[config.mk]
export PLATFORM = sky130hd
export DESIGN_NAME = ecp_port
export DESIGN_NICKNAME = d
export VERILOG_FILES = /design/src/ecp_pkg.sv /design/src/ecp_sync.sv /design/src/ecp_axil.sv /design/src/ecp_port.sv
export VERILOG_INCLUDE_DIRS = /design/src
export SDC_FILE = /design/constraint.sdc
export NUM_CORES = 1
export LEC_CHECK = 0
export BUFFER_PORTS_ARGS = -buffer_cell sky130_fd_sc_hd__buf_2
export CAP_MARGIN = 20
export CORE_ASPECT_RATIO = 2
export CORE_MARGIN = 8
export CORE_UTILIZATION = 40
export CTS_BUF_LIST = sky130_fd_sc_hd__clkbuf_8
export DETAILED_ROUTE_END_ITERATION = 10
export PLACE_DENSITY = 0.6
export SYNTH_ARGS = -nofsm -noshare
export SYNTH_HDL_FRONTEND = slang
export SYNTH_HIERARCHICAL = 1
export SYNTH_SLANG_ARGS = --single-unit
[constraint.sdc]
create_clock -name clk -period 10.9 [get_ports clk]
set_clock_uncertainty 0.2 [all_clocks]
set_input_delay 1.635 -clock clk [delete_from_list [all_inputs] [get_ports clk]]
set_output_delay 1.635 -clock clk [all_outputs]
set_load 0.02 [all_outputs]
[src/ecp_cfg.svh]
/*
 * Offsets, field positions, reset values and timing counts of the external control port.
 * Assumes a 25 MHz system clock and a 32-bit AXI4-Lite register bus.
 */
`ifndef ECP_CFG_SVH
`define ECP_CFG_SVH

// register byte offsets
`define ECP_OFF_CTRL      8'h00
`define ECP_OFF_STATUS    8'h04
`define ECP_OFF_IRQ_STAT  8'h08
`define ECP_OFF_IRQ_MASK  8'h0C
`define ECP_OFF_RESULT    8'h10
`define ECP_OFF_CONV      8'h14
`define ECP_OFF_RESET     8'h18
`define ECP_OFF_IF_CFG    8'h1C
`define ECP_OFF_SAVE      8'h20

// control fields
`define ECP_CTRL_EXT      0
`define ECP_CTRL_FALL     1
`define ECP_CTRL_BCD      2
`define ECP_CTRL_GP_LO    4
`define ECP_CTRL_DEF      32'h0000_0000
`define ECP_IF_CFG_DEF    32'h0000_0000

// result fields
`define ECP_RES_RANGE_LO  20
`define ECP_RES_ABOVE     24
`define ECP_RES_PASS      25
`define ECP_RES_UNDER     26
`define ECP_RES_FAULT     27

// reset command bits
`define ECP_RST_MEAS      0
`define ECP_RST_SYS       1
`define ECP_RST_REMOTE    2

// event bits of the sticky status
`define ECP_EV_MEASURE_START       0
`define ECP_EV_ZADJ       1
`define ECP_EV_PRINT      2
`define ECP_EV_LOAD       3
`define ECP_EV_END        4

// timing
`define ECP_CLK_HZ        25000000
`define ECP_QUIET_MS      10

`endif

[src/ecp_pkg.sv]
/*
 * Types shared by the external control port modules.
 * Assumes the constants of ecp_cfg.svh.
 */
package ecp_pkg;
   typedef enum logic [1:0] {ECP_IDLE, ECP_BUSY, ECP_CLEAR} ecp_state_t;
   typedef logic [1:0] ecp_resp_t;
   localparam ecp_resp_t ECP_OKAY   = 2'h0;
   localparam ecp_resp_t ECP_DECERR = 2'h3;
endpackage : ecp_pkg

[src/ecp_sync.sv]
/*
 * Two-flop synchroniser bank for the isolated control inputs.
 * Assumes inputs are asynchronous to clk; outputs lag by two edges.
 */
`timescale 1ns/1ps
`default_nettype none
module ecp_sync
   import ecp_pkg::*;
#(
   parameter int W = 4
) (
   // clock and reset
   input  wire logic         clk,
   input  wire logic         rst,
   // pins and synchronised copies
   input  wire logic [W-1:0] din,
   output logic      [W-1:0] dout
);
   if (W < 1) $error("ecp_sync: W must be at least 1");

   logic [W-1:0] stage1;

   for (genvar i = 0; i < W; i++) begin : g_bit
      always_ff @(posedge clk) begin
         if (rst) begin
            stage1[i] <= 1'b0;
            dout[i]   <= 1'b0;
         end else begin
            stage1[i] <= din[i];
            dout[i]   <= stage1[i];
         end
      end
   end
endmodule : ecp_sync
`default_nettype wire

[src/ecp_axil.sv]
/*
 * AXI4-Lite slave front end: turns bus transfers into one-cycle register strobes.
 * Assumes the register file decodes rd_addr combinationally and reports a hit.
 */
`timescale 1ns/1ps
`default_nettype none
module ecp_axil
   import ecp_pkg::*;
(
   // clock and reset
   input  wire logic        clk,
   input  wire logic        rst,
   // write channels
   input  wire logic [7:0]  s_awaddr,
   input  wire logic        s_awvalid,
   output logic             s_awready,
   input  wire logic [31:0] s_wdata,
   input  wire logic [3:0]  s_wstrb,
   input  wire logic        s_wvalid,
   output logic             s_wready,
   output ecp_resp_t        s_bresp,
   output logic             s_bvalid,
   input  wire logic        s_bready,
   // read channels
   input  wire logic [7:0]  s_araddr,
   input  wire logic        s_arvalid,
   output logic             s_arready,
   output logic [31:0]      s_rdata,
   output ecp_resp_t        s_rresp,
   output logic             s_rvalid,
   input  wire logic        s_rready,
   // register file side
   output logic             wr_en,
   output logic [7:0]       wr_addr,
   output logic [31:0]      wr_data,
   output logic [3:0]       wr_strb,
   input  wire logic        wr_hit,
   output logic [7:0]       rd_addr,
   input  wire logic [31:0] rd_data,
   input  wire logic        rd_hit
);
   // both halves taken together, so the response cannot outrun either
   wire wr_take = s_awvalid && s_wvalid && !s_bvalid;
   wire rd_take = s_arvalid && !s_rvalid;

   assign s_awready = wr_take;
   assign s_wready  = wr_take;
   assign s_arready = rd_take;
   assign wr_en     = wr_take;
   assign wr_addr   = s_awaddr;
   assign wr_data   = s_wdata;
   assign wr_strb   = s_wstrb;
   assign rd_addr   = s_araddr;

   always_ff @(posedge clk) begin
      if (rst) begin
         s_bvalid <= 1'b0;
         s_bresp  <= ECP_OKAY;
      end else if (wr_take) begin
         s_bvalid <= 1'b1;
         s_bresp  <= wr_hit ? ECP_OKAY : ECP_DECERR;
      end else if (s_bready) begin
         s_bvalid <= 1'b0;
      end
   end

   always_ff @(posedge clk) begin
      if (rst) begin
         s_rvalid <= 1'b0;
         s_rdata  <= 32'h0000_0000;
         s_rresp  <= ECP_OKAY;
      end else if (rd_take) begin
         s_rvalid <= 1'b1;
         s_rdata  <= rd_hit ? rd_data : 32'h0000_0000;
         s_rresp  <= rd_hit ? ECP_OKAY : ECP_DECERR;
      end else if (s_rready) begin
         s_rvalid <= 1'b0;
      end
   end
endmodule : ecp_axil
`default_nettype wire

[src/ecp_port.sv]
/*
 * External control port of a resistance meter: trigger, zero-adjust, print and
 * preset-select inputs; end, conversion, judgment and digit outputs; presets and resets.
 * Assumes firmware performs the measurement and writes its result over AXI4-Lite.
 */
`timescale 1ns/1ps
`default_nettype none
`include "ecp_cfg.svh"

// Notes on behaviour
// - System reset restores settings and clears every stored preset to default.
// - Remote system reset keeps interface settings and interrupt registers; control, result, outputs, presets reset.
// - Trigger, then end and conversion flags, then controller samples judgments.
// - After trigger and end, value read as digit and range bits via half select.
// - Preset chosen by four select inputs is loaded; a trigger may follow.
// - Two general inputs readable, three general outputs, on shared lines.
// - Port drives end and judgment outputs, accepts trigger and key-lock.
// - Preset load starts only after selects stay unchanged for 10 ms.
// - Half select low shows high digits; high shows low digits plus range.
// - End flag means judgment, fault and digit outputs are already final.
// - Trigger acts on chosen edge, only with external triggering selected.
module ecp_port
   import ecp_pkg::*;
#(
   parameter int NPRESET      = 16,
   parameter int QUIET_CYCLES = (`ECP_QUIET_MS * `ECP_CLK_HZ) / 1000
) (
   // clock and reset
   input  wire logic        clk,
   input  wire logic        rst,
   // AXI4-Lite slave
   input  wire logic [7:0]  s_awaddr,
   input  wire logic        s_awvalid,
   output logic             s_awready,
   input  wire logic [31:0] s_wdata,
   input  wire logic [3:0]  s_wstrb,
   input  wire logic        s_wvalid,
   output logic             s_wready,
   output ecp_resp_t        s_bresp,
   output logic             s_bvalid,
   input  wire logic        s_bready,
   input  wire logic [7:0]  s_araddr,
   input  wire logic        s_arvalid,
   output logic             s_arready,
   output logic [31:0]      s_rdata,
   output ecp_resp_t        s_rresp,
   output logic             s_rvalid,
   input  wire logic        s_rready,
   // control inputs from the controller
   input  wire logic        measure_start,
   input  wire logic        zero_adjust_req,
   input  wire logic        print_req,
   input  wire logic        key_lock,
   input  wire logic        digit_half_select,
   input  wire logic [3:0]  preset_sel,
   // outputs to the controller
   output logic             measurement_end,
   output logic             conversion_done,
   output logic             judge_above,
   output logic             judge_pass,
   output logic             judge_under,
   output logic             measure_fault,
   output logic [11:0]      decimal_digit_bits,
   output logic [3:0]       range_code_bits,
   output logic             gp_output_0,
   output logic             gp_output_1,
   output logic             gp_output_2,
   // interrupt
   output logic             irq
);
   if (NPRESET < 1 || NPRESET > 16) $error("ecp_port: NPRESET must be 1..16");
   if (QUIET_CYCLES < 2 || QUIET_CYCLES > 262143) $error("ecp_port: QUIET_CYCLES out of range");

   logic [8:0] pins_s;
   logic [8:0] pins_q;
   wire measure_start_s  = pins_s[0];
   wire zadj_s  = pins_s[1];
   wire print_s = pins_s[2];
   wire lock_s  = pins_s[3];
   wire half_s  = pins_s[4];
   wire [3:0] sel_s = pins_s[8:5];

   ecp_sync #(.W(9)) u_sync (
      .clk  (clk),
      .rst  (rst),
      .din  ({preset_sel, digit_half_select, key_lock, print_req, zero_adjust_req, measure_start}),
      .dout (pins_s)
   );

   logic        wr_en;
   logic [7:0]  wr_addr;
   logic [31:0] wr_data;
   logic [3:0]  wr_strb;
   logic [7:0]  rd_addr;
   logic [31:0] rd_data;
   logic        wr_hit;
   logic        rd_hit;

   ecp_axil u_axil (
      .clk       (clk),
      .rst       (rst),
      .s_awaddr  (s_awaddr),
      .s_awvalid (s_awvalid),
      .s_awready (s_awready),
      .s_wdata   (s_wdata),
      .s_wstrb   (s_wstrb),
      .s_wvalid  (s_wvalid),
      .s_wready  (s_wready),
      .s_bresp   (s_bresp),
      .s_bvalid  (s_bvalid),
      .s_bready  (s_bready),
      .s_araddr  (s_araddr),
      .s_arvalid (s_arvalid),
      .s_arready (s_arready),
      .s_rdata   (s_rdata),
      .s_rresp   (s_rresp),
      .s_rvalid  (s_rvalid),
      .s_rready  (s_rready),
      .wr_en     (wr_en),
      .wr_addr   (wr_addr),
      .wr_data   (wr_data),
      .wr_strb   (wr_strb),
      .wr_hit    (wr_hit),
      .rd_addr   (rd_addr),
      .rd_data   (rd_data),
      .rd_hit    (rd_hit)
   );

   ecp_state_t  state;
   logic [31:0] ctrl;
   logic [31:0] result;
   logic [31:0] if_cfg;
   logic [4:0]  irq_stat;
   logic [4:0]  irq_mask;
   logic [31:0] preset_mem [NPRESET];
   logic [3:0]  clr_idx;
   logic [17:0] quiet_cnt;
   logic        quiet_armed;

   // write decode
   wire [31:0] wmask    = {{8{wr_strb[3]}}, {8{wr_strb[2]}}, {8{wr_strb[1]}}, {8{wr_strb[0]}}};
   wire        w_ctrl   = wr_en && wr_addr == `ECP_OFF_CTRL;
   wire        w_istat  = wr_en && wr_addr == `ECP_OFF_IRQ_STAT;
   wire        w_imask  = wr_en && wr_addr == `ECP_OFF_IRQ_MASK;
   wire        w_result = wr_en && wr_addr == `ECP_OFF_RESULT;
   wire        w_conv   = wr_en && wr_addr == `ECP_OFF_CONV;
   wire        w_reset  = wr_en && wr_addr == `ECP_OFF_RESET;
   wire        w_ifcfg  = wr_en && wr_addr == `ECP_OFF_IF_CFG;
   wire        w_save   = wr_en && wr_addr == `ECP_OFF_SAVE;
   wire        cmd_meas = w_reset && wr_data[`ECP_RST_MEAS];
   wire        cmd_sys  = w_reset && wr_data[`ECP_RST_SYS];
   wire        cmd_any  = cmd_meas || cmd_sys;
   wire        keep_if  = w_reset && wr_data[`ECP_RST_REMOTE];
   assign wr_hit = w_ctrl || w_istat || w_imask || w_result || w_conv || w_reset || w_ifcfg
                   || w_save || (wr_en && wr_addr == `ECP_OFF_STATUS);

   // input events
   wire measure_start_edge = ctrl[`ECP_CTRL_FALL] ? (pins_q[0] && !measure_start_s) : (!pins_q[0] && measure_start_s);
   wire measure_start_go   = measure_start_edge && ctrl[`ECP_CTRL_EXT] && state == ECP_IDLE;
   wire zadj_go   = zadj_s && !pins_q[1] && state == ECP_IDLE;
   wire print_go  = print_s && !pins_q[2];
   wire sel_chg   = sel_s != pins_q[8:5];
   wire load_go   = quiet_armed && !sel_chg && quiet_cnt == 18'(QUIET_CYCLES - 1)
                    && state != ECP_CLEAR;
   wire sel_ok    = 32'(sel_s) < NPRESET;
   wire end_go    = w_result && state == ECP_BUSY;
   wire [4:0] events = {end_go, load_go, print_go, zadj_go, measure_start_go};

   // read decode
   wire [31:0] status_word = {19'h0, sel_s, half_s, pins_s[2], pins_s[0], lock_s, state == ECP_BUSY,
                              state == ECP_CLEAR, measurement_end, conversion_done};
   assign rd_hit = rd_addr inside {`ECP_OFF_CTRL, `ECP_OFF_STATUS, `ECP_OFF_IRQ_STAT,
                   `ECP_OFF_IRQ_MASK, `ECP_OFF_RESULT, `ECP_OFF_CONV, `ECP_OFF_RESET,
                   `ECP_OFF_IF_CFG, `ECP_OFF_SAVE};
   assign rd_data = rd_addr == `ECP_OFF_CTRL     ? ctrl :
                    rd_addr == `ECP_OFF_STATUS   ? status_word :
                    rd_addr == `ECP_OFF_IRQ_STAT ? {27'h0, irq_stat} :
                    rd_addr == `ECP_OFF_IRQ_MASK ? {27'h0, irq_mask} :
                    rd_addr == `ECP_OFF_RESULT   ? result :
                    rd_addr == `ECP_OFF_IF_CFG   ? if_cfg : 32'h0000_0000;

   always_ff @(posedge clk) begin
      if (rst) begin
         pins_q <= 9'h000;
      end else begin
         pins_q <= pins_s;
      end
   end

   // measurement sequencing and preset clearing
   always_ff @(posedge clk) begin
      if (rst) begin
         state   <= ECP_IDLE;
         clr_idx <= 4'h0;
      end else begin
         unique case (state)
            ECP_IDLE: begin
               if (cmd_sys) begin
                  state   <= ECP_CLEAR;
                  clr_idx <= 4'h0;
               end else if (measure_start_go || zadj_go) begin
                  state <= ECP_BUSY;
               end
            end
            ECP_BUSY: begin
               if (cmd_sys) begin
                  state   <= ECP_CLEAR;
                  clr_idx <= 4'h0;
               end else if (w_result || cmd_meas) begin
                  state <= ECP_IDLE;
               end
            end
            ECP_CLEAR: begin
               clr_idx <= clr_idx + 4'h1;
               if (32'(clr_idx) == NPRESET - 1) state <= ECP_IDLE;
            end
         endcase
      end
   end

   // preset store, cleared one entry per cycle on system reset
   always_ff @(posedge clk) begin
      if (state == ECP_CLEAR) begin
         preset_mem[clr_idx] <= `ECP_CTRL_DEF;
      end else if (w_save && 32'(wr_data[3:0]) < NPRESET) begin
         preset_mem[wr_data[3:0]] <= ctrl;
      end
   end

   // settings registers
   always_ff @(posedge clk) begin
      if (rst || cmd_any) begin
         ctrl <= `ECP_CTRL_DEF;
      end else if (load_go && sel_ok) begin
         ctrl <= preset_mem[sel_s];
      end else if (w_ctrl) begin
         ctrl <= (ctrl & ~wmask) | (wr_data & wmask);
      end
   end

   always_ff @(posedge clk) begin
      if (rst || (cmd_any && !keep_if)) begin
         if_cfg <= `ECP_IF_CFG_DEF;
      end else if (w_ifcfg) begin
         if_cfg <= (if_cfg & ~wmask) | (wr_data & wmask);
      end
   end

   always_ff @(posedge clk) begin
      if (rst || cmd_any) begin
         result <= 32'h0000_0000;
      end else if (end_go) begin
         result <= (result & ~wmask) | (wr_data & wmask);
      end
   end

   // quiet-interval timer for preset selection
   always_ff @(posedge clk) begin
      if (rst) begin
         quiet_cnt   <= 18'h00000;
         quiet_armed <= 1'b0;
      end else if (sel_chg) begin
         quiet_cnt   <= 18'h00000;
         quiet_armed <= 1'b1;
      end else if (load_go) begin
         quiet_armed <= 1'b0;
      end else if (quiet_armed) begin
         quiet_cnt <= quiet_cnt + 18'h00001;
      end
   end

   // sticky events: a set in the clearing cycle wins
   always_ff @(posedge clk) begin
      if (rst) begin
         irq_stat <= 5'h00;
         irq_mask <= 5'h00;
         irq      <= 1'b0;
      end else begin
         irq_stat <= (irq_stat & ~(w_istat ? wr_data[4:0] : 5'h00)) | events;
         if (w_imask) irq_mask <= wr_data[4:0];
         irq <= |(((irq_stat & ~(w_istat ? wr_data[4:0] : 5'h00)) | events) & irq_mask);
      end
   end

   // controller-facing outputs, all registered
   wire bcd_mode = ctrl[`ECP_CTRL_BCD];
   // digits follow the incoming result so they are final when the end flag rises
   wire [31:0] next_result = end_go ? ((result & ~wmask) | (wr_data & wmask)) : result;
   wire [11:0] next_digits = !bcd_mode ? 12'h000 :
                             half_s ? {4'h0, next_result[7:0]} : next_result[19:8];
   wire [3:0]  next_range  = (bcd_mode && half_s) ? next_result[`ECP_RES_RANGE_LO +: 4] : 4'h0;
   wire [2:0]  next_gp     = bcd_mode ? next_result[19:17] : ctrl[`ECP_CTRL_GP_LO +: 3];

   always_ff @(posedge clk) begin
      if (rst || cmd_any) begin
         measurement_end <= 1'b0;
         conversion_done <= 1'b0;
      end else if (measure_start_go || zadj_go) begin
         measurement_end <= 1'b0;
         conversion_done <= 1'b0;
      end else begin
         if (end_go) measurement_end <= 1'b1;
         if (w_conv && state == ECP_BUSY) conversion_done <= 1'b1;
         if (end_go) conversion_done <= 1'b1;
      end
   end

   always_ff @(posedge clk) begin
      if (rst || cmd_any) begin
         judge_above   <= 1'b0;
         judge_pass    <= 1'b0;
         judge_under   <= 1'b0;
         measure_fault <= 1'b0;
      end else if (end_go) begin
         judge_above   <= wr_data[`ECP_RES_ABOVE] && !bcd_mode;
         judge_pass    <= wr_data[`ECP_RES_PASS] && !bcd_mode;
         judge_under   <= wr_data[`ECP_RES_UNDER] && !bcd_mode;
         measure_fault <= wr_data[`ECP_RES_FAULT];
      end
   end

   always_ff @(posedge clk) begin
      if (rst) begin
         decimal_digit_bits <= 12'h000;
         range_code_bits    <= 4'h0;
         {gp_output_2, gp_output_1, gp_output_0} <= 3'h0;
      end else begin
         decimal_digit_bits <= next_digits;
         range_code_bits    <= next_range;
         {gp_output_2, gp_output_1, gp_output_0} <= next_gp;
      end
   end
endmodule : ecp_port
`default_nettype wire

==> impl_metrics.py <==
metrics = {
    "power": {
        "intPower_mw": 4.08,
        "clockPowerShare_pct": 40.3,
        "combPwrFrac_pct": 3.6,
        "p_leak_nw": 10.4,
        "powerDensity_nw_per_um2": 160,
        "power.switching_mw": 1.16,
        "power_mw": 5.24,
        "irDropWorstVdd_mv": 0.150,
        "p_seq_share_pct": 56.1,
        "switching_share_pct": 22.2,
    },
    "status": {
        "status": "complete, but fails checks",
        "violations": "design-rule violations",
    },
    "timing": {
        "fin_tns_setup_ps": 0,
        "slew-limit-headroom_pct": 28.7,
        "period_needed_ps": 4460,
        "rsz0062_at_grt": "no",
        "setup_viol": 0,
        "worst_slew_pin_slew_ps": 1070,
        "min_period_over_period_pct": 40.9,
        "fmax_ghz": 0.224,
        "final-hold-violation-count": 0,
        "drv_slew": 0,
    },
    "critical_path": {
        "critPathArrivalTime_ps": 4610,
        "crit_fanout": 44,
        "crit_path_end_kind": "flop",
        "required_ps": 11050,
        "critPathLaunchType": "input port",
        "crit_type": "input port to flop",
    },
    "clocking": {
        "insertion_delay_ps": 720,
        "htree_levels": 3,
        "cts_tree": "built",
        "path_clk_slew_ps": 60,
        "cts_resized": 0,
        "cts_hold_buffers": 0,
        "cts_buffer_depth": 3,
        "cts_root_buffer": "clkbuf_8",
        "cts_buffers": 103,
        "clkSinkCount": 730,
        "post_cts_buffers": 0,
    },
    "synthesis": {
        "synth_ff_type": "edfxtp_1",
        "syn-cell-area_sq_um": 29500,
        "ys_seq_area_share_pct": 66.9,
        "synth-seq-cells": 730,
        "yosysWarningCount": 6,
        "ys_types": 66,
        "syn_nets": 1966,
        "async_flop_share_pct": 0,
        "synth-edff-count": 512,
        "syn_inst": 1893,
        "syn_area_per_cell_sq_um": 15.6,
    },
    "floorplan": {
        "num_io_pins": 135,
        "die_area_sq_um": 83200,
        "die_y_um": 400,
        "rows": 141,
        "initial_core_util_pct": 40.2,
        "core_area_sq_um": 73400,
        "die-width_um": 208,
    },
    "route": {
        "initialDrtViolationCount": 1224,
        "wirelength_mm": 69.9,
        "ant_nets": 0,
        "drc": 1,
        "vias_per_cell": 5.52,
        "routedWlPerCell_um": 23.3,
        "vias": 16569,
        "dr.pass1.iters": 11,
    },
    "finish": {
        "n_fill_cell": 6525,
        "syn2layout_area_growth_pct": 11.2,
        "layout-drive-gt1-share_pct": 27.4,
        "nets": 2063,
        "final_util_pct": 44.7,
    },
    "global_route": {
        "grt_max_degree": 109,
        "overflow": 0,
        "grt_pass1_vias": 16820,
        "antenna_found_initial": 1,
        "grtUsageTotal_pct": 16.7,
        "grt_first_pass_wirelength_mm": 107,
    },
    "min_path": {
        "hp-class": "flop to flop",
    },
    "run": {
        "cap_violations": 0,
    },
    "place": {
        "gp_congestion": 0.809,
        "place.detailed.hpwl_mm": 43.6,
        "portBuffers": 134,
    },
}
[logic make-up (layout without fill, tap and decap cells)]
| group | Yosys count | count (layout) | share of synthesized area, % |
|---|---|---|---|
| AOI/OAI and AO/OA | 227 | 227 | 5.36 |
| xor gates and xnor gates | 11 | 11 | 0.327 |
| adders and majority gates | 5 | 5 | 0.212 |
| buffers and inverters | 210 | 390 | 3.97 |
| DFF | 730 | 730 | 66.9 |
| muxes | 223 | 223 | 14.4 |
| other | 0 | 1 | 0 |
| and+or+nand+nor | 487 | 487 | 8.84 |
[cell type report]
cell class | count | area, sq um | area share, %
clock inverter | 74 | 472 | 1.44
inverter | 34 | 140 | 0.427
timing repair buffer | 168 | 986 | 3.01
tap | 929 | 1160 | 3.54
multi-input combinational | 953 | 8730 | 26.6
clock buffer | 114 | 1570 | 4.78
sequential | 730 | 19700 | 60.2
antenna | 1 | 2.50 | 0.00763
[sequential cells by signal (all words and copies together), names as in the netlist, 2 cells and up, named ones only]
register            count
quiet_cnt              18
irq_stat                5
irq_mask                5
preset_mem            512
u_axil/s_rdata         32
u_sync/dout             9
range_code_bits         4
state                   2
result                 24
clr_idx                 4
decimal_digit_bits     12
pins_q                  7
u_sync/stage1           9
[path summary, 6_finish.rpt]
check | start | endpoint | slack, ps | cells past startpoint
min reg2reg | u_sync/stage1[8] | u_sync/dout[8] | 230 | 1
min | u_sync/stage1[8] | u_sync/dout[8] | 230 | 1
max | s_awvalid | preset_mem[6][22] | 6440 | 8
max reg2reg | state[0] | preset_mem[6][22] | 6970 | 8
[worst max-delay path: stages]
cell and delay [ps]:
buf_2 70, and3b_1 310, or4b_4 520, nor4_4 220, buf_4 400, a31oi_1 390, nor2_4 510, buf_4 470
[cells in the mapped netlist (4+ instances only)]
cell | n | area (sq um)
ha_1 | 5 | 62.6
mux2i_1 | 58 | 581
and2_1 | 36 | 225
a21oi_2 | 28 | 245
nand3b_1 | 7 | 52.6
mux4_2 | 160 | 3600
a222oi_1 | 20 | 200
buf_4 | 64 | 480
nor3_1 | 8 | 40.0
mux2_2 | 5 | 56.3
a211oi_1 | 36 | 270
nand3_1 | 65 | 325
clkbuf_1 | 48 | 180
nor2b_1 | 20 | 125
buf_1 | 12 | 45.0
a41oi_1 | 4 | 35.0
a31oi_1 | 12 | 75.1
and4_1 | 10 | 87.6
o22ai_1 | 8 | 50.1
a21oi_1 | 72 | 360
buf_2 | 46 | 230
inv_1 | 33 | 124
or3_1 | 6 | 37.5
and3_1 | 4 | 25.0
o21ai_0 | 12 | 60.1
a22oi_1 | 18 | 135
or4_1 | 10 | 75.1
nand2b_1 | 4 | 25.0
xnor2_1 | 9 | 78.8
dfxtp_1 | 218 | 4360
nand4_1 | 12 | 75.1
nor2_1 | 129 | 484
nand2_1 | 114 | 428
nand3_2 | 28 | 280
nor4_1 | 5 | 31.3
and2b_1 | 7 | 52.6
o31ai_1 | 6 | 45.0
edfxtp_1 | 512 | 15400
[cell usage in the layout (no fill, tap or decap), drive strengths merged, types with 6 or more instances in the layout]
| cell type | n |
|---|---|
| edfxtp | 512 |
| dfxtp | 218 |
| buf | 168 |
| mux4 | 160 |
| nor2 | 129 |
| nand2 | 115 |
| clkbuf | 114 |
| a21oi | 100 |
| nand3 | 93 |
| inv | 70 |
| mux2i | 58 |
| a211oi | 37 |
| and2 | 36 |
| clkinv | 33 |
| a222oi | 20 |
| nor2b | 20 |
| a22oi | 18 |
| a31oi | 13 |
| o21ai | 12 |
| nand4 | 12 |
| or4 | 10 |
| and4 | 10 |
| xnor2 | 9 |
| nor3 | 8 |
| o22ai | 8 |
| nor4 | 8 |
| nand3b | 7 |
| and2b | 7 |
| o31ai | 7 |
| or3 | 6 |
[through the flow]
| stage | instances | hold WS (ps) | cell area [sq um] | setup slack (ps) |
|---|---|---|---|---|
| final | 3003 | 232 | 32800 | 6440 |
| after global routing | 3003 | 257 | 32800 | 6310 |
| after CTS | 3001 | 241 | 32800 | 6410 |
| after detailed placement | 2813 | 225 | 30700 | 5620 |
| after global placement | 2811 | 215 | 30700 | 5660 |
| after floorplan | 1893 | 211 | 29500 | 5470 |
[per-layer routing]
layer	part of all wire [%]	global-route usage (%)	wire length, um	vias up
li1	-	-	-	7460
met5	0	0	0	-
met1	43	22.0	30300	8491
met3	5.5	2.93	3860	92
met4	2.1	5.57	1450	0
met2	49	27.8	34300	526
[power by group through the flow]
stage	Combinational (mW)	Sequential, mW	Clock, mW
final	0.187	2.94	2.11
after global routing	0.201	2.94	2.29
after CTS	0.189	2.94	2.18
after detailed placement	0.188	3.00	0
after global placement	0.189	3.00	0
after floorplan	0.148	3.00	0
(Power assumes the default switching activity.)
